[config.mk]
export PLATFORM = sky130hd
export DESIGN_NAME = sonet_frame_align_mode_ctrl
export DESIGN_NICKNAME = d
export VERILOG_FILES = /design/src/rtl/sonet_frame_align_pkg.sv /design/src/rtl/sonet_frame_align_mode_ctrl.sv
export VERILOG_INCLUDE_DIRS = /design/src /design/src/rtl
export SDC_FILE = /design/constraint.sdc
export NUM_CORES = 1
export LEC_CHECK = 0
export ABC_AREA = 1
export BUFFER_PORTS_ARGS = -buffer_cell sky130_fd_sc_hd__buf_2
export CAP_MARGIN = 20
export CORE_MARGIN = 2
export CORE_UTILIZATION = 54
export DETAILED_ROUTE_END_ITERATION = 6
export PLACE_DENSITY_LB_ADDON = 0.05
export SYNTH_ARGS = -nofsm -noshare
export SYNTH_HDL_FRONTEND = slang
export SYNTH_SLANG_ARGS = --single-unit
[constraint.sdc]
create_clock -name i_clk -period 2.4 [get_ports i_clk]
set_input_delay 0.24 -clock i_clk [delete_from_list [all_inputs] [get_ports i_clk]]
set_output_delay 0.24 -clock i_clk [all_outputs]
set_load 0.05 [all_outputs]
[src/rtl/sonet_frame_align_map.svh]
// Constants of the frame aligner and mode decoder.
// Assumes inclusion by bare name from the rtl folder.
`ifndef SONET_FRAME_ALIGN_MAP_SVH
`define SONET_FRAME_ALIGN_MAP_SVH
// ****************************************
// Mode control codes
// ****************************************
`define MODE_RESET 4'h0
`define MODE_TRI_ALL 4'h1
`define MODE_NAND 4'h2
`define MODE_TRI_REF 4'h3
`define MODE_NO_RECOV 4'h4
`define MODE_EQUIP 4'h5
`define MODE_FACIL 4'h6
`define MODE_SPLIT 4'h7
// ****************************************
// Framing and timing counts
// ****************************************
`define FRAME_PAT 48'hF6F6F6282828
`define BYTE_LAST 3'h7
`define BYTE_HALF 3'h4
`define REF_MAX_12 4'hB
`define REF_MAX_3 4'h2
`define REF_HALF_12 4'h6
`define REF_HALF_3 4'h2
`define CFG_RST 3'h3
// ****************************************
// Register map
// ****************************************
`define CTRL_OFS 8'h00
`define STAT_OFS 8'h04
`define CTRL_SOFT_OOF 0
`define STAT_SEARCH 0
`define STAT_CFG 1
`define STAT_MODE 4
`define STAT_BITCNT 8
`endif

[src/rtl/sonet_frame_align_pkg.sv]
// Types shared by the frame aligner and its bench.
// Assumes nothing beyond a SystemVerilog compiler.
package sonet_frame_align_pkg;
   typedef struct packed {
      logic bypass;
      logic master;
      logic rate12;
   } clk_cfg_t;
   typedef enum logic [1:0] {PATH_NORMAL, PATH_EQUIP, PATH_FACIL, PATH_SPLIT} path_t;
   typedef enum logic {FR_HOLD, FR_SEARCH} frame_state_t;
   typedef struct packed {
      logic psel;
      logic penable;
      logic pwrite;
      logic [7:0] paddr;
      logic [31:0] pwdata;
   } apb_req_t;
endpackage : sonet_frame_align_pkg

[src/rtl/sonet_frame_align_mode_ctrl.sv]
// Frame aligner, serializer, deserializer and mode decoder.
// Assumes i_clk is the bit clock model and all inputs are synchronous.
//
// Decided for this implementation: the APB register port and the address map.
`timescale 1ns/1ps
`include "sonet_frame_align_map.svh"
module sonet_frame_align_mode_ctrl (
   input wire logic i_clk,
   input wire logic i_reset_n,
   input wire logic [3:0] i_mode_control_pins,
   input wire logic i_out_of_frame_in,
   input wire logic i_rx_serial_clock,
   input wire logic i_rx_serial_data,
   input wire logic [7:0] i_mux_byte_in,
   input wire logic i_low_speed_ref_clock_in,
   input wire logic i_ext_high_speed_clock_in,
   input wire sonet_frame_align_pkg::apb_req_t i_apb_req,
   output logic [31:0] o_prdata,
   output logic o_pready,
   output logic o_pslverr,
   output logic o_tx_serial_clock,
   output logic o_tx_serial_data,
   output logic [2:0] o_mux_byte_clock_out,
   output logic [7:0] o_demux_byte_out,
   output logic o_demux_byte_clock,
   output logic o_frame_sync_pulse,
   output logic o_demux_ref_clock_out,
   output logic o_test_chain_observe_out,
   output logic o_ttl_oe,
   output logic o_ref_clock_oe,
   output logic o_synth_enable,
   output logic o_synth_ref_clock
);
   // ****************************************
   // State
   // ****************************************
   sonet_frame_align_pkg::clk_cfg_t cfg_reg, cfg_next;
   sonet_frame_align_pkg::frame_state_t fr_reg, fr_next;
   sonet_frame_align_pkg::path_t path;
   logic [1:0] div4_reg, div4_next;
   logic [47:0] hist_reg, hist_next;
   logic [2:0] bit_cnt_reg, bit_cnt_next;
   logic [3:0] ref_cnt_reg, ref_cnt_next;
   logic [2:0] tx_cnt_reg, tx_cnt_next;
   logic [7:0] tx_sh_reg, tx_sh_next;
   logic [7:0] byte_reg, byte_next;
   logic tx_d_reg, tx_d_next, oof_prev_reg, oof_prev_next;
   logic sync_reg, sync_next, dclk_reg, dclk_next;
   logic ref_clk_reg, ref_clk_next, mclk_reg, mclk_next;
   logic txo_reg, txo_next, tx_serial_clock_reg, tx_serial_clock_next;
   logic ttl_oe_reg, ttl_oe_next, ref_oe_reg, ref_oe_next;
   logic obs_reg, obs_next, syn_en_reg, syn_en_next;
   logic syn_ref_reg, syn_ref_next, soft_oof_reg, soft_oof_next;
   logic pready_reg, pready_next, slverr_reg, slverr_next;
   logic [31:0] prdata_reg, prdata_next;
   logic rst_mode, bit_en, equip, facil, rx_in, match;
   logic oof_rise, realign, boundary, nand_c, setup, wr;
   logic [3:0] ref_max, ref_half;
   logic [9:0] ttl_in;
   // ****************************************
   // Mode decode, framing, serial paths
   // ****************************************
   always_comb
   begin
      rst_mode = i_mode_control_pins == `MODE_RESET;
      cfg_next = cfg_reg;
      if (i_mode_control_pins[3])
      begin
         cfg_next.bypass = ~i_mode_control_pins[2];
         cfg_next.master = i_mode_control_pins[0];
         cfg_next.rate12 = i_mode_control_pins[1];
      end
      unique case (i_mode_control_pins)
         `MODE_EQUIP: path = sonet_frame_align_pkg::PATH_EQUIP;
         `MODE_FACIL: path = sonet_frame_align_pkg::PATH_FACIL;
         `MODE_SPLIT: path = sonet_frame_align_pkg::PATH_SPLIT;
         default: path = sonet_frame_align_pkg::PATH_NORMAL;
      endcase
      equip = path == sonet_frame_align_pkg::PATH_EQUIP
         || path == sonet_frame_align_pkg::PATH_SPLIT;
      facil = path == sonet_frame_align_pkg::PATH_FACIL
         || path == sonet_frame_align_pkg::PATH_SPLIT;
      bit_en = ~rst_mode & (cfg_reg.rate12 | div4_reg == 2'h0);
      div4_next = rst_mode ? 2'h0 : div4_reg + 2'h1;
      rx_in = equip ? tx_d_reg : i_rx_serial_data;
      hist_next = bit_en ? {hist_reg[46:0], rx_in} : hist_reg;
      match = bit_en & (hist_next == `FRAME_PAT);
      oof_rise = (i_out_of_frame_in & ~oof_prev_reg) | soft_oof_reg;
      oof_prev_next = i_out_of_frame_in;
      fr_next = fr_reg;
      if (rst_mode)
         fr_next = sonet_frame_align_pkg::FR_HOLD;
      else if (oof_rise && i_mode_control_pins != `MODE_NO_RECOV)
         fr_next = sonet_frame_align_pkg::FR_SEARCH;
      else if (match)
         fr_next = sonet_frame_align_pkg::FR_HOLD;
      realign = fr_reg == sonet_frame_align_pkg::FR_SEARCH && match;
      boundary = bit_en & (bit_cnt_reg == `BYTE_LAST | realign);
      if (rst_mode || boundary)
         bit_cnt_next = 3'h0;
      else
         bit_cnt_next = bit_cnt_reg + {2'h0, bit_en};
      byte_next = boundary ? hist_next[7:0] : byte_reg;
      sync_next = boundary ? match : sync_reg;
      dclk_next = bit_cnt_next >= `BYTE_HALF;
      ref_max = cfg_reg.rate12 ? `REF_MAX_12 : `REF_MAX_3;
      ref_half = cfg_reg.rate12 ? `REF_HALF_12 : `REF_HALF_3;
      ref_cnt_next = ref_cnt_reg;
      if (rst_mode || (bit_en && ref_cnt_reg >= ref_max))
         ref_cnt_next = 4'h0;
      else if (bit_en)
         ref_cnt_next = ref_cnt_reg + 4'h1;
      ref_clk_next = ref_cnt_next < ref_half;
      tx_cnt_next = tx_cnt_reg;
      tx_sh_next = tx_sh_reg;
      tx_d_next = tx_d_reg;
      if (rst_mode)
         tx_cnt_next = 3'h0;
      else if (bit_en)
      begin
         tx_cnt_next = tx_cnt_reg + 3'h1;
         if (tx_cnt_reg == `BYTE_LAST)
         begin
            tx_d_next = i_mux_byte_in[7];
            tx_sh_next = {i_mux_byte_in[6:0], 1'b0};
         end
         else
         begin
            tx_d_next = tx_sh_reg[7];
            tx_sh_next = {tx_sh_reg[6:0], 1'b0};
         end
      end
      mclk_next = tx_cnt_next < `BYTE_HALF;
      txo_next = facil ? i_rx_serial_data : tx_d_next;
      if (facil)
         tx_serial_clock_next = i_rx_serial_clock;
      else if (cfg_reg.bypass)
         tx_serial_clock_next = i_ext_high_speed_clock_in;
      else
         tx_serial_clock_next = bit_en;
      ttl_oe_next = i_mode_control_pins != `MODE_TRI_ALL;
      ref_oe_next = i_mode_control_pins != `MODE_TRI_REF;
      ttl_in = {i_mux_byte_in, i_out_of_frame_in, i_low_speed_ref_clock_in};
      nand_c = 1'b1;
      for (int i = 0; i < 10; i++)
         nand_c = ~(nand_c & ttl_in[i]);
      obs_next = (i_mode_control_pins == `MODE_NAND) & nand_c;
      syn_en_next = ~cfg_next.bypass;
      syn_ref_next = cfg_next.master ? i_low_speed_ref_clock_in
         : i_rx_serial_clock;
   end
   always_ff @(posedge i_clk or negedge i_reset_n)
   begin
      if (!i_reset_n)
      begin
         cfg_reg <= `CFG_RST;
         fr_reg <= sonet_frame_align_pkg::FR_HOLD;
         div4_reg <= 2'h0;
         hist_reg <= 48'h0;
         bit_cnt_reg <= 3'h0;
         ref_cnt_reg <= 4'h0;
         tx_cnt_reg <= 3'h0;
         tx_sh_reg <= 8'h0;
         byte_reg <= 8'h0;
         tx_d_reg <= 1'b0;
         oof_prev_reg <= 1'b0;
         sync_reg <= 1'b0;
         dclk_reg <= 1'b0;
         ref_clk_reg <= 1'b0;
         mclk_reg <= 1'b0;
         txo_reg <= 1'b0;
         tx_serial_clock_reg <= 1'b0;
         ttl_oe_reg <= 1'b0;
         ref_oe_reg <= 1'b0;
         obs_reg <= 1'b0;
         syn_en_reg <= 1'b0;
         syn_ref_reg <= 1'b0;
      end
      else
      begin
         cfg_reg <= cfg_next;
         fr_reg <= fr_next;
         div4_reg <= div4_next;
         hist_reg <= hist_next;
         bit_cnt_reg <= bit_cnt_next;
         ref_cnt_reg <= ref_cnt_next;
         tx_cnt_reg <= tx_cnt_next;
         tx_sh_reg <= tx_sh_next;
         byte_reg <= byte_next;
         tx_d_reg <= tx_d_next;
         oof_prev_reg <= oof_prev_next;
         sync_reg <= sync_next;
         dclk_reg <= dclk_next;
         ref_clk_reg <= ref_clk_next;
         mclk_reg <= mclk_next;
         txo_reg <= txo_next;
         tx_serial_clock_reg <= tx_serial_clock_next;
         ttl_oe_reg <= ttl_oe_next;
         ref_oe_reg <= ref_oe_next;
         obs_reg <= obs_next;
         syn_en_reg <= syn_en_next;
         syn_ref_reg <= syn_ref_next;
      end
   end
   // ****************************************
   // APB slave
   // ****************************************
   always_comb
   begin
      setup = i_apb_req.psel & ~i_apb_req.penable;
      wr = i_apb_req.psel & i_apb_req.penable & pready_reg & i_apb_req.pwrite;
      pready_next = setup;
      soft_oof_next = wr & (i_apb_req.paddr == `CTRL_OFS)
         & i_apb_req.pwdata[`CTRL_SOFT_OOF];
      slverr_next = setup & (i_apb_req.paddr != `CTRL_OFS)
         & (i_apb_req.paddr != `STAT_OFS);
      prdata_next = prdata_reg;
      if (setup)
      begin
         prdata_next = 32'h0;
         if (!i_apb_req.pwrite && i_apb_req.paddr == `STAT_OFS)
         begin
            prdata_next[`STAT_SEARCH] = fr_reg == sonet_frame_align_pkg::FR_SEARCH;
            prdata_next[`STAT_CFG +: 3] = cfg_reg;
            prdata_next[`STAT_MODE +: 4] = i_mode_control_pins;
            prdata_next[`STAT_BITCNT +: 3] = bit_cnt_reg;
         end
      end
   end
   always_ff @(posedge i_clk or negedge i_reset_n)
   begin
      if (!i_reset_n)
      begin
         pready_reg <= 1'b0;
         slverr_reg <= 1'b0;
         prdata_reg <= 32'h0;
         soft_oof_reg <= 1'b0;
      end
      else
      begin
         pready_reg <= pready_next;
         slverr_reg <= slverr_next;
         prdata_reg <= prdata_next;
         soft_oof_reg <= soft_oof_next;
      end
   end
   assign o_prdata = prdata_reg;
   assign o_pready = pready_reg;
   assign o_pslverr = slverr_reg;
   assign o_tx_serial_clock = tx_serial_clock_reg;
   assign o_tx_serial_data = txo_reg;
   assign o_mux_byte_clock_out = {3{mclk_reg}};
   assign o_demux_byte_out = byte_reg;
   assign o_demux_byte_clock = dclk_reg;
   assign o_frame_sync_pulse = sync_reg;
   assign o_demux_ref_clock_out = ref_clk_reg;
   assign o_test_chain_observe_out = obs_reg;
   assign o_ttl_oe = ttl_oe_reg;
   assign o_ref_clock_oe = ref_oe_reg;
   assign o_synth_enable = syn_en_reg;
   assign o_synth_ref_clock = syn_ref_reg;
endmodule : sonet_frame_align_mode_ctrl

# == After elaboration in Yosys (flattened, before gate mapping) ==
# Index checks and enable logic that the tools add are counted.
# word_totals
wordCells,130
reg_bits,107
# op_classes
n_mux,24
n_eq_ne,15
n_addsub,4
bitwise,40
reduce_logical,15
magnitude_cmp,4
# ops
operator,n
"equality test 48 bit, second input constant",1
2-to-1 mux 48 bit,1
bitwise AND 1 bit,22
2-to-1 mux 3 bit,5
NOT 1 bit,15
"equality test 4 x 3 -> 1 bit, second input constant",3
2-to-1 mux 4 bit,3
2-to-1 mux 1 bit,11
2-to-1 mux 11 bit,1
"equality test 8 x 3 -> 1 bit, second input constant",1
zero test 8 bit,1
2-to-1 mux 8 bit,1
"inequality test 8 x 3 -> 1 bit, second input constant",1
nonzero test 8 bit,1
"equality test 3 bit, second input constant",2
case mux 2 bit (3 select lines),1
"adder 4 x 1 -> 4 bit, second input constant",1
"equality test 2 bit, second input constant",2
"equality test 4 x 2 -> 1 bit, second input constant",1
greater-or-equal comparator 4 bit,1
logical AND 1 bit,4
zero test 4 bit,1
logical OR 1 bit,4
less-than comparator 4 x 3 -> 1 bit,1
other kinds (15),17

# == Depth between registers and ports, before layout ==
# Gate-level depths: netlist of run 1.
# logic_depth
word_depth,20
ltp_mapped,18
depth_no_buf,17

# == Worst setup path after synthesis of run 1 ==
# Ideal clock, no wire load.
# synth_timing
kind,register to register
startpoint,reg div4_reg[0]
endpoint,reg bit_cnt_reg[2]
path_stages_with_launch,19
arrival_time_ns,2.015
setup_slack_ns,0.263
n_path_buf,2
setup_ns,0.121
path_cell_list,dfrtp_1 inv_1 ha_1 nor2_1 inv_2 nand2_4 buf_6 buf_6 nand2_1 nand2_1 nand2_1 nor2_1 nand2_1 nor2_1 nand4_1 nand2_4 nand2_4 nand2_2 nor2_1
# synth_via
elab_chain_cells,11
word_cells_on_any_way,12
classes_between,add/sub (1); eq/ne (1); mux (2); bitwise (5); reduce/logical (3)
# synth_rtl
item,line_no,text
start: declaration,sonet_frame_align_mode_ctrl.sv:40,"logic [1:0] div4_reg, div4_next;"
start signal: assignment,sonet_frame_align_mode_ctrl.sv:183,div4_reg <= div4_next;
zero test 2 bit *,sonet_frame_align_mode_ctrl.sv:83,bit_en = ~rst_mode & (cfg_reg.rate12 | div4_reg == 2'h0);
bitwise OR 1 bit *,sonet_frame_align_mode_ctrl.sv:83,
bitwise AND 1 bit *,sonet_frame_align_mode_ctrl.sv:83,
2-to-1 mux 48 bit,sonet_frame_align_mode_ctrl.sv:86,"hist_next = bit_en ? {hist_reg[46:0], rx_in} : hist_reg;"
equality test 48 bit (no source line),-,
bitwise AND 1 bit,sonet_frame_align_mode_ctrl.sv:87,match = bit_en & (hist_next == `FRAME_PAT);
logical AND 1 bit,sonet_frame_align_mode_ctrl.sv:97,realign = fr_reg == sonet_frame_align_pkg::FR_SEARCH && match;
bitwise OR 1 bit,sonet_frame_align_mode_ctrl.sv:98,boundary = bit_en & (bit_cnt_reg == `BYTE_LAST | realign);
bitwise AND 1 bit,sonet_frame_align_mode_ctrl.sv:98,
logical OR 1 bit,sonet_frame_align_mode_ctrl.sv:99,if (rst_mode || boundary)
2-to-1 mux 3 bit *,sonet_frame_align_mode_ctrl.sv:99,
via bit_cnt_next[2],sonet_frame_align_mode_ctrl.sv:42,"logic [2:0] bit_cnt_reg, bit_cnt_next;"
end signal: assignment,sonet_frame_align_mode_ctrl.sv:185,bit_cnt_reg <= bit_cnt_next;
end: declaration,sonet_frame_align_mode_ctrl.sv:42,
# The timed path passes the listed nets; every way through them passes the cells marked *.
# A chain may end at the register's enable or synchronous reset.

# == Worst setup path in the final report of run 1 ==
# Ends and elaborated chain as after synthesis.

==> results.cfg, run 1 <==
[run_status]
status = completed

[synth]
syn_avg_cell_area_um2 = 8.421
yosysTopAreaCell = dfrtp_1
syn_inst = 589
yosys-top-cells-area = dfrtp_1, nand2_1, inv_1
ys_types = 35
ys_seq_elements = 105
ys_warn_count = 0
ys.flop_type = dfrtp_1
async_reset_ff_frac = 1.000
yosys.area.top_type_share = 0.5197
seq_area_frac_synth = 0.5303
netlist_area_um2 = 4960
synth_edf_count = 0

[timing]
final.setup.tns_ps = 0
finalHoldViolCount = 0
slew_headroom = 0.5428
fin_skew_ps = 13.65
timing.final.crit_share = 0.9500
worst_pin_slew_ps = 683.2
setup_viol = 0
slew_viol_final = 0
fin_ws_ps = 120.0
fin_crit_ps = 2280
grt_setup_unrepaired = yes
fmax_mhz = 438.6

[place]
hpwlAfterDp_mm = 6.719
preCtsSetupSlack_ps = 21.54
io_buffers = 64
place_area_um2 = 5343
gp_congestion = 0.7833

[cts]
cts_buffers = 9
clock_path_buffers = 2
cts-htree-levels = 3
cts_root_buf = clkbuf_8
clk_latency_ps = 360
numClockSinks = 105
cts_tree = yes
clkTransAtPathRegs_ps = 100

[die]
io_pins = 117
start_util = 0.5632
die_x_um = 99.84
die_area_um2 = 9967
core_area_um2 = 8806
fp.dieH_um = 99.84
rows = 34

[setup_path]
crit_path_start_kind = flop
worst-path-buf-inv = 3
critPathKind = flop to flop
cp.arrival_ps = 2540
crit_slowest_cell = dfrtp_1
cp-end-kind = flop
cpMostUsedCell = nand2_1
path_cells = inv_1 -> ha_2 -> nor2_4 -> clkinv_4 -> nand2_8 -> clkbuf_16 -> nand2_1 -> nand2_1 -> nand2_1 -> nor2_1 -> nand2_1 -> nor2_2 -> nand4_1 -> nand2_4 -> nand2_4 -> nand2_4 -> nor2_1
cpPeakStageDelay_ps = 350
crit_fanout = 10
worst-endpoint-required_ps = 2660
path_delay_family = simple AND/OR/NAND/NOR gates

[power_and_ir_drop]
p_leak_nw = 3.090
vdd_drop_max_mv = 0.7449
p_total_w = 0.006440
power_density_nw_per_um2 = 1109

[route]
drc_errors = 0
drt-vias-per-instance = 4.994
drtAntennaViolNets = 0
wl_per_cell_um = 13.17
vias = 3880
detail_route.first_pass.iterations = 5
routed_wl_mm = 10.23
drt_iter0_drc = 167

[flow_run]
maxCapViolCount = 0

[grt]
grt_first_pass_wirelength_mm = 16.24
grt.busiest_layer = met2
grtUsageMet3 = 0.02577
grtUsageMet2 = 0.3430
antenna_found_initial = 0
grt_max_degree = 60
overflow = 0
grt.total_usage = 0.2021
grt_pass1_vias = 3551
use_met1 = 0.2737

[hold_path]
hold_path.class = primary input to flop

[layout]
largest_reg_flops = 48
final_common_cell = nand2_1
area_growth_syn_to_layout_pct = 17.10
final_cell_mix = nand2_1, dfrtp_1, inv_1
postLayoutCellArea_um2 = 5808
fillers = 747
drive_gt1_frac = 0.2033
insertedDiodeCount = 0
fin_nets = 735
[synth_stat cells, drive strengths merged (2+ instances only)]
library cell and instances:
a21oi 6, buf 35, clkbuf 10, dfrtp 103
dfstp 2, ha 9, inv 79, nand2 186
nand3 42, nand3b 10, nand4 3, nor2 31
nor3 3, nor4 2, o21ai 57
[final cells by class]
cell class | instances | area, um2 | area share
Tap cell | 108 | 135.1 | 0.02327
Timing Repair Buffer | 88 | 673.1 | 0.1159
Multi-Input combinational cell | 381 | 1883 | 0.3242
Clock buffer | 10 | 137.6 | 0.02370
Inverter | 79 | 306.5 | 0.05278
Clock inverter | 6 | 42.54 | 0.007324
Sequential cell | 105 | 2630 | 0.4528
[repair_timing]
item	CTS	global route
setup buffers	0	3
hold buffers	2	0
gates resized for setup	0	27
setup endpoints to repair	0	12
endpoints found under the hold margin	63	0
[stage by stage]
step,utilization,hold WS (ps),instances
global placement,0.6067,63.63,749
detailed placement,0.6067,66.86,749
CTS,0.6294,74.06,767
finish,0.6596,79.44,777
floorplan,-,-55.59,609
global route,0.6596,76.10,777
[worst paths after layout]
check | slack, ps | from | to | cells after the start
worst max-delay path | 120 | div4_reg[0]$_DFF_PN0_ | bit_cnt_reg[2]$_DFF_PN0_ | 17
worst min-delay path | 80 | i_mux_byte_in[7] | o_test_chain_observe_out$_DFF_PN0_ | 2
worst max register to register | 120 | div4_reg[0]$_DFF_PN0_ | bit_cnt_reg[2]$_DFF_PN0_ | 17
worst min register to register | 480 | tx_cnt_reg[0]$_DFFE_PN0P_ | tx_cnt_reg[0]$_DFFE_PN0P_ | 1
max in group asynchronous | 1450 | i_reset_n | hist_reg[46]$_DFF_PN0_ | 3
min in group asynchronous | 220 | i_reset_n | o_demux_ref_clock_out$_DFF_PN0_ | 2
[report_power, final]
group          leakage, nW  switching [W]  internal, W
clock network       0.0887       0.000610     0.000408
logic                 1.72        0.00179     0.000969
registers             1.28       0.000277      0.00239
total                 3.09        0.00268      0.00376
[logic make-up (layout without fill, tap and decap cells)]
family,Yosys count,count (layout),synth area share
fa+ha+maj,9,9,0.02270
compound gates,68,68,0.07316
xor+xnor,2,2,0.003532
flops,105,105,0.5303
simple gates,278,279,0.2429
other cells,1,21,0.0007561
mux,2,2,0.004289
buf+inv,124,183,0.1224
[layer usage]
metal  part of all wire  vias up
li1                   -     1946
met5                  0        -
met2               0.48       87
met3              0.036       10
met1               0.47     1837
met4              0.012        0
No activity file was read; power rests on OpenSTA's default activity.
==> run 2: changes to the inputs <==
CORE_UTILIZATION = 45   (was 54)
==> results.cfg, run 2 (same netlist as run 1, synthesis figures left out) <==
[grt]
grt_max_degree = 51
grt.total_usage = 0.1871
grt.busiest_layer = met2
grt_pass1_vias = 3622
grtUsageMet3 = 0.02809
grt_first_pass_wirelength_mm = 17.11
use_met1 = 0.2469
overflow = 0
antenna_found_initial = 0
grtUsageMet2 = 0.3066

[cts]
cts_root_buf = clkbuf_8
cts_tree = yes
clk_latency_ps = 370
cts-htree-levels = 3
clock_path_buffers = 2
cts_buffers = 9
clkTransAtPathRegs_ps = 100
numClockSinks = 105

[place]
hpwlAfterDp_mm = 7.471
io_buffers = 64
gp_congestion = 0.7840
preCtsSetupSlack_ps = -13.38

[route]
wl_per_cell_um = 13.36
detail_route.first_pass.iterations = 4
drc_errors = 0
drt-vias-per-instance = 4.753
drt_iter0_drc = 192
routed_wl_mm = 11.05
vias = 3931
drtAntennaViolNets = 0

[timing]
fin_ws_ps = 106.5
final.setup.tns_ps = 0
finalHoldViolCount = 0
setup_viol = 0
timing.final.crit_share = 0.9556
fin_crit_ps = 2294
fin_skew_ps = 10.16
fmax_mhz = 436.0
worst_pin_slew_ps = 720.8
slew_headroom = 0.5177
slew_viol_final = 0
fin_hold_ws_ps = 56.09

[flow_run]
maxCapViolCount = 0

[die]
die_x_um = 109.0
io_pins = 117
start_util = 0.4595
core_area_um2 = 10790
fp.dieH_um = 109.0
rows = 38
die_area_um2 = 11880

[setup_path]
cpMostUsedCell = nand2_1
worst-endpoint-required_ps = 2720
cp-end-kind = flop
path_delay_family = simple AND/OR/NAND/NOR gates
path_cells = inv_2 -> ha_4 -> nor2_4 -> inv_4 -> nand2_8 -> clkbuf_16 -> o21ai_2 -> nand2_1 -> nor2_2 -> nand2_1 -> nor2_2 -> nand4_1 -> nand2_4 -> buf_12 -> nand3_1 -> nand2_1
worst-path-buf-inv = 4
critPathKind = flop to flop
crit_slowest_cell = dfrtp_1
cpPeakStageDelay_ps = 400
crit_fanout = 9
cp.arrival_ps = 2610
crit_path_start_kind = flop

[layout]
fin_nets = 753
final_cell_mix = nand2_1, dfrtp_1, inv_1
insertedDiodeCount = 0
fin_util = 0.5618
final_common_cell = nand2_1
largest_reg_flops = 48
drive_gt1_frac = 0.2416
area_growth_syn_to_layout_pct = 22.25

[power_and_ir_drop]
vdd_drop_max_mv = 0.5467
p_leak_nw = 3.178
power_density_nw_per_um2 = 1109

[hold_path]
hold_path.class = primary input to flop

[run_status]
status = completed
[run 2: cell count changes in the layout (fill, tap and decap cells not counted), sizes merged]
cell and change:
clkinv -3, nand2 +1, clkbuf +2, buf +18
[run 2: final timing paths]
path | start | endpoint | slack [ps] | depth (start not counted)
max | div4_reg[0]$_DFF_PN0_ | o_demux_byte_out[3]$_DFFE_PN0P_ | 110 | 16
min | i_mux_byte_in[7] | o_test_chain_observe_out$_DFF_PN0_ | 60 | 2
max reg2reg | div4_reg[0]$_DFF_PN0_ | o_demux_byte_out[3]$_DFFE_PN0P_ | 110 | 16
min reg2reg | hist_reg[47]$_DFF_PN0_ | hist_reg[47]$_DFF_PN0_ | 480 | 2
max in group asynchronous | i_reset_n | cfg_reg[1]$_DFF_PN1_ | 1300 | 3
min in group asynchronous | i_reset_n | tx_sh_reg[1]$_DFFE_PN0P_ | 430 | 2
[run 2: final cells by class]
cell class              instances  area, um2
clock buffers                  13      168.9
flip-flops and latches        105       2630
multi-input cells             382       1959
fillers                      1041       4730
inverters                      79      301.5
repair buffers                105      804.5
clock inverters                 3      23.77
well taps                     140      175.2
[run 2: per-stage QoR]
stage,power [W],instance area [um2],cells
2_1_floorplan,0.004600,5035,609
3_3_place_gp,0.005266,5528,797
3_5_place_dp,0.005348,5528,797
4_1_cts,0.006441,5743,815
5_1_grt,0.007268,6063,827
6_report,0.006726,6063,827
[run 2: report_power, final]
| group | switching [W] | leakage [nW] | internal [W] |
|---|---|---|---|
| sequential | 0.000270 | 1.28 | 0.00239 |
| combinational | 0.00188 | 1.80 | 0.00112 |
| clock | 0.000603 | 0.0919 | 0.000465 |
| total | 0.00275 | 3.18 | 0.00398 |
[run 2: timing repair]
action | in CTS | in global routing
pin swaps | 0 | 27
setup endpoints to repair | 11 | 13
cloned | 0 | 6
resized for setup | 1 | 40
setup buffers | 0 | 6
hold buffers | 2 | 0
endpoints found under the hold margin | 46 | 0
[run 2: metal layers]
metal / wire length (um) / part of all wire
met4: 209 / 0.019
met5: 0 / 0
met1: 5187 / 0.47
met3: 425 / 0.038
met2: 5224 / 0.47
==> run 3: changes to the inputs <==
CAP_MARGIN = not set   (was 20)
CORE_MARGIN = not set   (was 2)
CTS_CLUSTER_SIZE = 10   (was not set)
==> results.cfg, run 3 (same netlist as run 1, synthesis figures left out) <==
[power_and_ir_drop]
vdd_drop_max_mv = 0.6110
power_density_nw_per_um2 = 1112
p_leak_nw = 3.093
p_total_w = 0.006522

[setup_path]
cp.arrival_ps = 2610
path_delay_family = simple AND/OR/NAND/NOR gates
startpoint = div4_reg[0]$_DFF_PN0_
crit_fanout = 8
timing.rr.end = o_demux_byte_out[6]$_DFFE_PN0P_
rr_worst_depth = 17
cpPeakStageDelay_ps = 400
path_cells = inv_2 -> ha_4 -> nor2_4 -> inv_4 -> nand2_8 -> buf_12 -> clkbuf_16 -> o21ai_2 -> nand2_1 -> nor2_1 -> nand2_1 -> nor2_2 -> nand4_1 -> nand2_4 -> buf_6 -> nand3_1 -> nand2_1
reg2reg_from = div4_reg[0]$_DFF_PN0_
worst-path-buf-inv = 5
critPathKind = flop to flop
cpMostUsedCell = nand2_1
cp_num_cells = 17
crit_path_start_kind = flop
crit_slowest_cell = dfrtp_1
cp-end-kind = flop
worst-endpoint-required_ps = 2700
crit_path_end = o_demux_byte_out[6]$_DFFE_PN0P_
reg2reg_slack_ps = 90

[die]
die_x_um = 107.0
start_util = 0.4720
die_area_um2 = 11450
core_area_um2 = 10510
rows = 37
fp.dieH_um = 107.0
io_pins = 117

[route]
vias = 3829
drt-vias-per-instance = 4.733
routed_wl_mm = 10.13
detail_route.first_pass.iterations = 4
drt_iter0_drc = 172
drtAntennaViolNets = 0
drc_errors = 0
wl_per_cell_um = 12.52

[grt]
grt_first_pass_wirelength_mm = 17.24
overflow = 0
grt.total_usage = 0.1897
grt_pass1_vias = 3666
grt_max_degree = 65
antenna_found_initial = 0

[place]
hpwlAfterDp_mm = 6.889
dp_cells = 783
io_buffers = 64
gp_congestion = 0.7499

[cts]
cts_tree = yes
numClockSinks = 105
cts-htree-levels = 3
cts_buffers = 9
clkTransAtPathRegs_ps = 100
clk_latency_ps = 360
clock_path_buffers = 2
cts_root_buf = clkbuf_8

[layout]
final_common_cell = nand2_1
final_cell_mix = nand2_1, dfrtp_1, inv_1
largest_reg_flops = 48
fin_nets = 739
insertedDiodeCount = 0
drive_gt1_frac = 0.2051
fin_util = 0.5579
area_growth_syn_to_layout_pct = 18.21
fin_cells = 809

[timing]
fin_crit_ps = 2314
timing.final.crit_share = 0.9641
finalHoldViolCount = 0
setup_viol = 0
worst_pin_slew_ps = 734.3
slew_viol_final = 0
grt_setup_unrepaired = yes
fin_skew_ps = 10.12
fmax_mhz = 432.2
slew_headroom = 0.5087
fin_hold_ws_ps = 61.20

[flow_run]
maxCapViolCount = 0

[hold_path]
hold_path.class = primary input to flop
min_from = i_mux_byte_in[7]

[run_status]
status = completed
## run 3: cell count changes in the layout (fill, tap and decap cells not counted), sizes merged
| cell | delta |
|---|---|
| clkinv | +3 |
| nand2 | -2 |
| clkbuf | -6 |
| inv | -1 |
| bufinv | +1 |
| buf | -9 |
## run 3: per-stage QoR
step | setup TNS, ps | area [um2] | setup WS (ps)
2_1_floorplan | 0 | 5035 | 263.2
3_3_place_gp | 0 | 5410 | 34.78
3_5_place_dp | -9.392 | 5410 | -4.551
4_1_cts | 0 | 5695 | 4.876
5_1_grt | -726.4 | 5863 | -79.52
6_report | 0 | 5863 | 86.19
## run 3: final cells by class
class,instances,area [um2]
multi-input cells,380,1882
well taps,136,170.2
clock inverters,6,67.56
inverters,79,311.5
flip-flops and latches,105,2630
clock buffers,10,137.6
fillers,1001,4646
repair buffers,93,664.4
## run 3: per-layer routing
| metal | track usage | share of wire | up-vias |
|---|---|---|---|
| li1 | - | - | 1946 |
| met1 | 0.2633 | 0.48 | 1805 |
| met2 | 0.3078 | 0.47 | 68 |
| met3 | 0.02553 | 0.029 | 10 |
| met4 | 0.06164 | 0.014 | 0 |
| met5 | 0 | 0 | - |
## run 3: worst min path at each step
stage / end / slack (ps) / depth (start not counted)
after floorplan: bit_cnt_reg[0]$_DFF_PN0_ / -60 / 0
after global routing: o_test_chain_observe_out$_DFF_PN0_ / 40 / 2
final: o_test_chain_observe_out$_DFF_PN0_ / 60 / 2
after detailed placement: ref_cnt_reg[3]$_DFF_PN0_ / 250 / 1
after CTS: o_test_chain_observe_out$_DFF_PN0_ / 40 / 2
after global placement: ref_cnt_reg[3]$_DFF_PN0_ / 250 / 1
## run 3: what timing repair did
item                                    4_1_cts  5_1_grt
endpoints found under the setup margin       10       13
resized for setup                             2       29
pin swaps                                     2       14
buffers inserted                              3        3
hold endpoints to repair                     38        0
hold buffers                                  2        0
gates cloned                                  1        1
## run 3: power breakdown
| part | total [W] | internal [W] | switching (W) |
|---|---|---|---|
| Sequential | 0.00265 | 0.00239 | 0.000266 |
| Clock | 0.00112 | 0.000513 | 0.000606 |
| Combinational | 0.00275 | 0.000974 | 0.00178 |
| Total | 0.00652 | 0.00387 | 0.00265 |
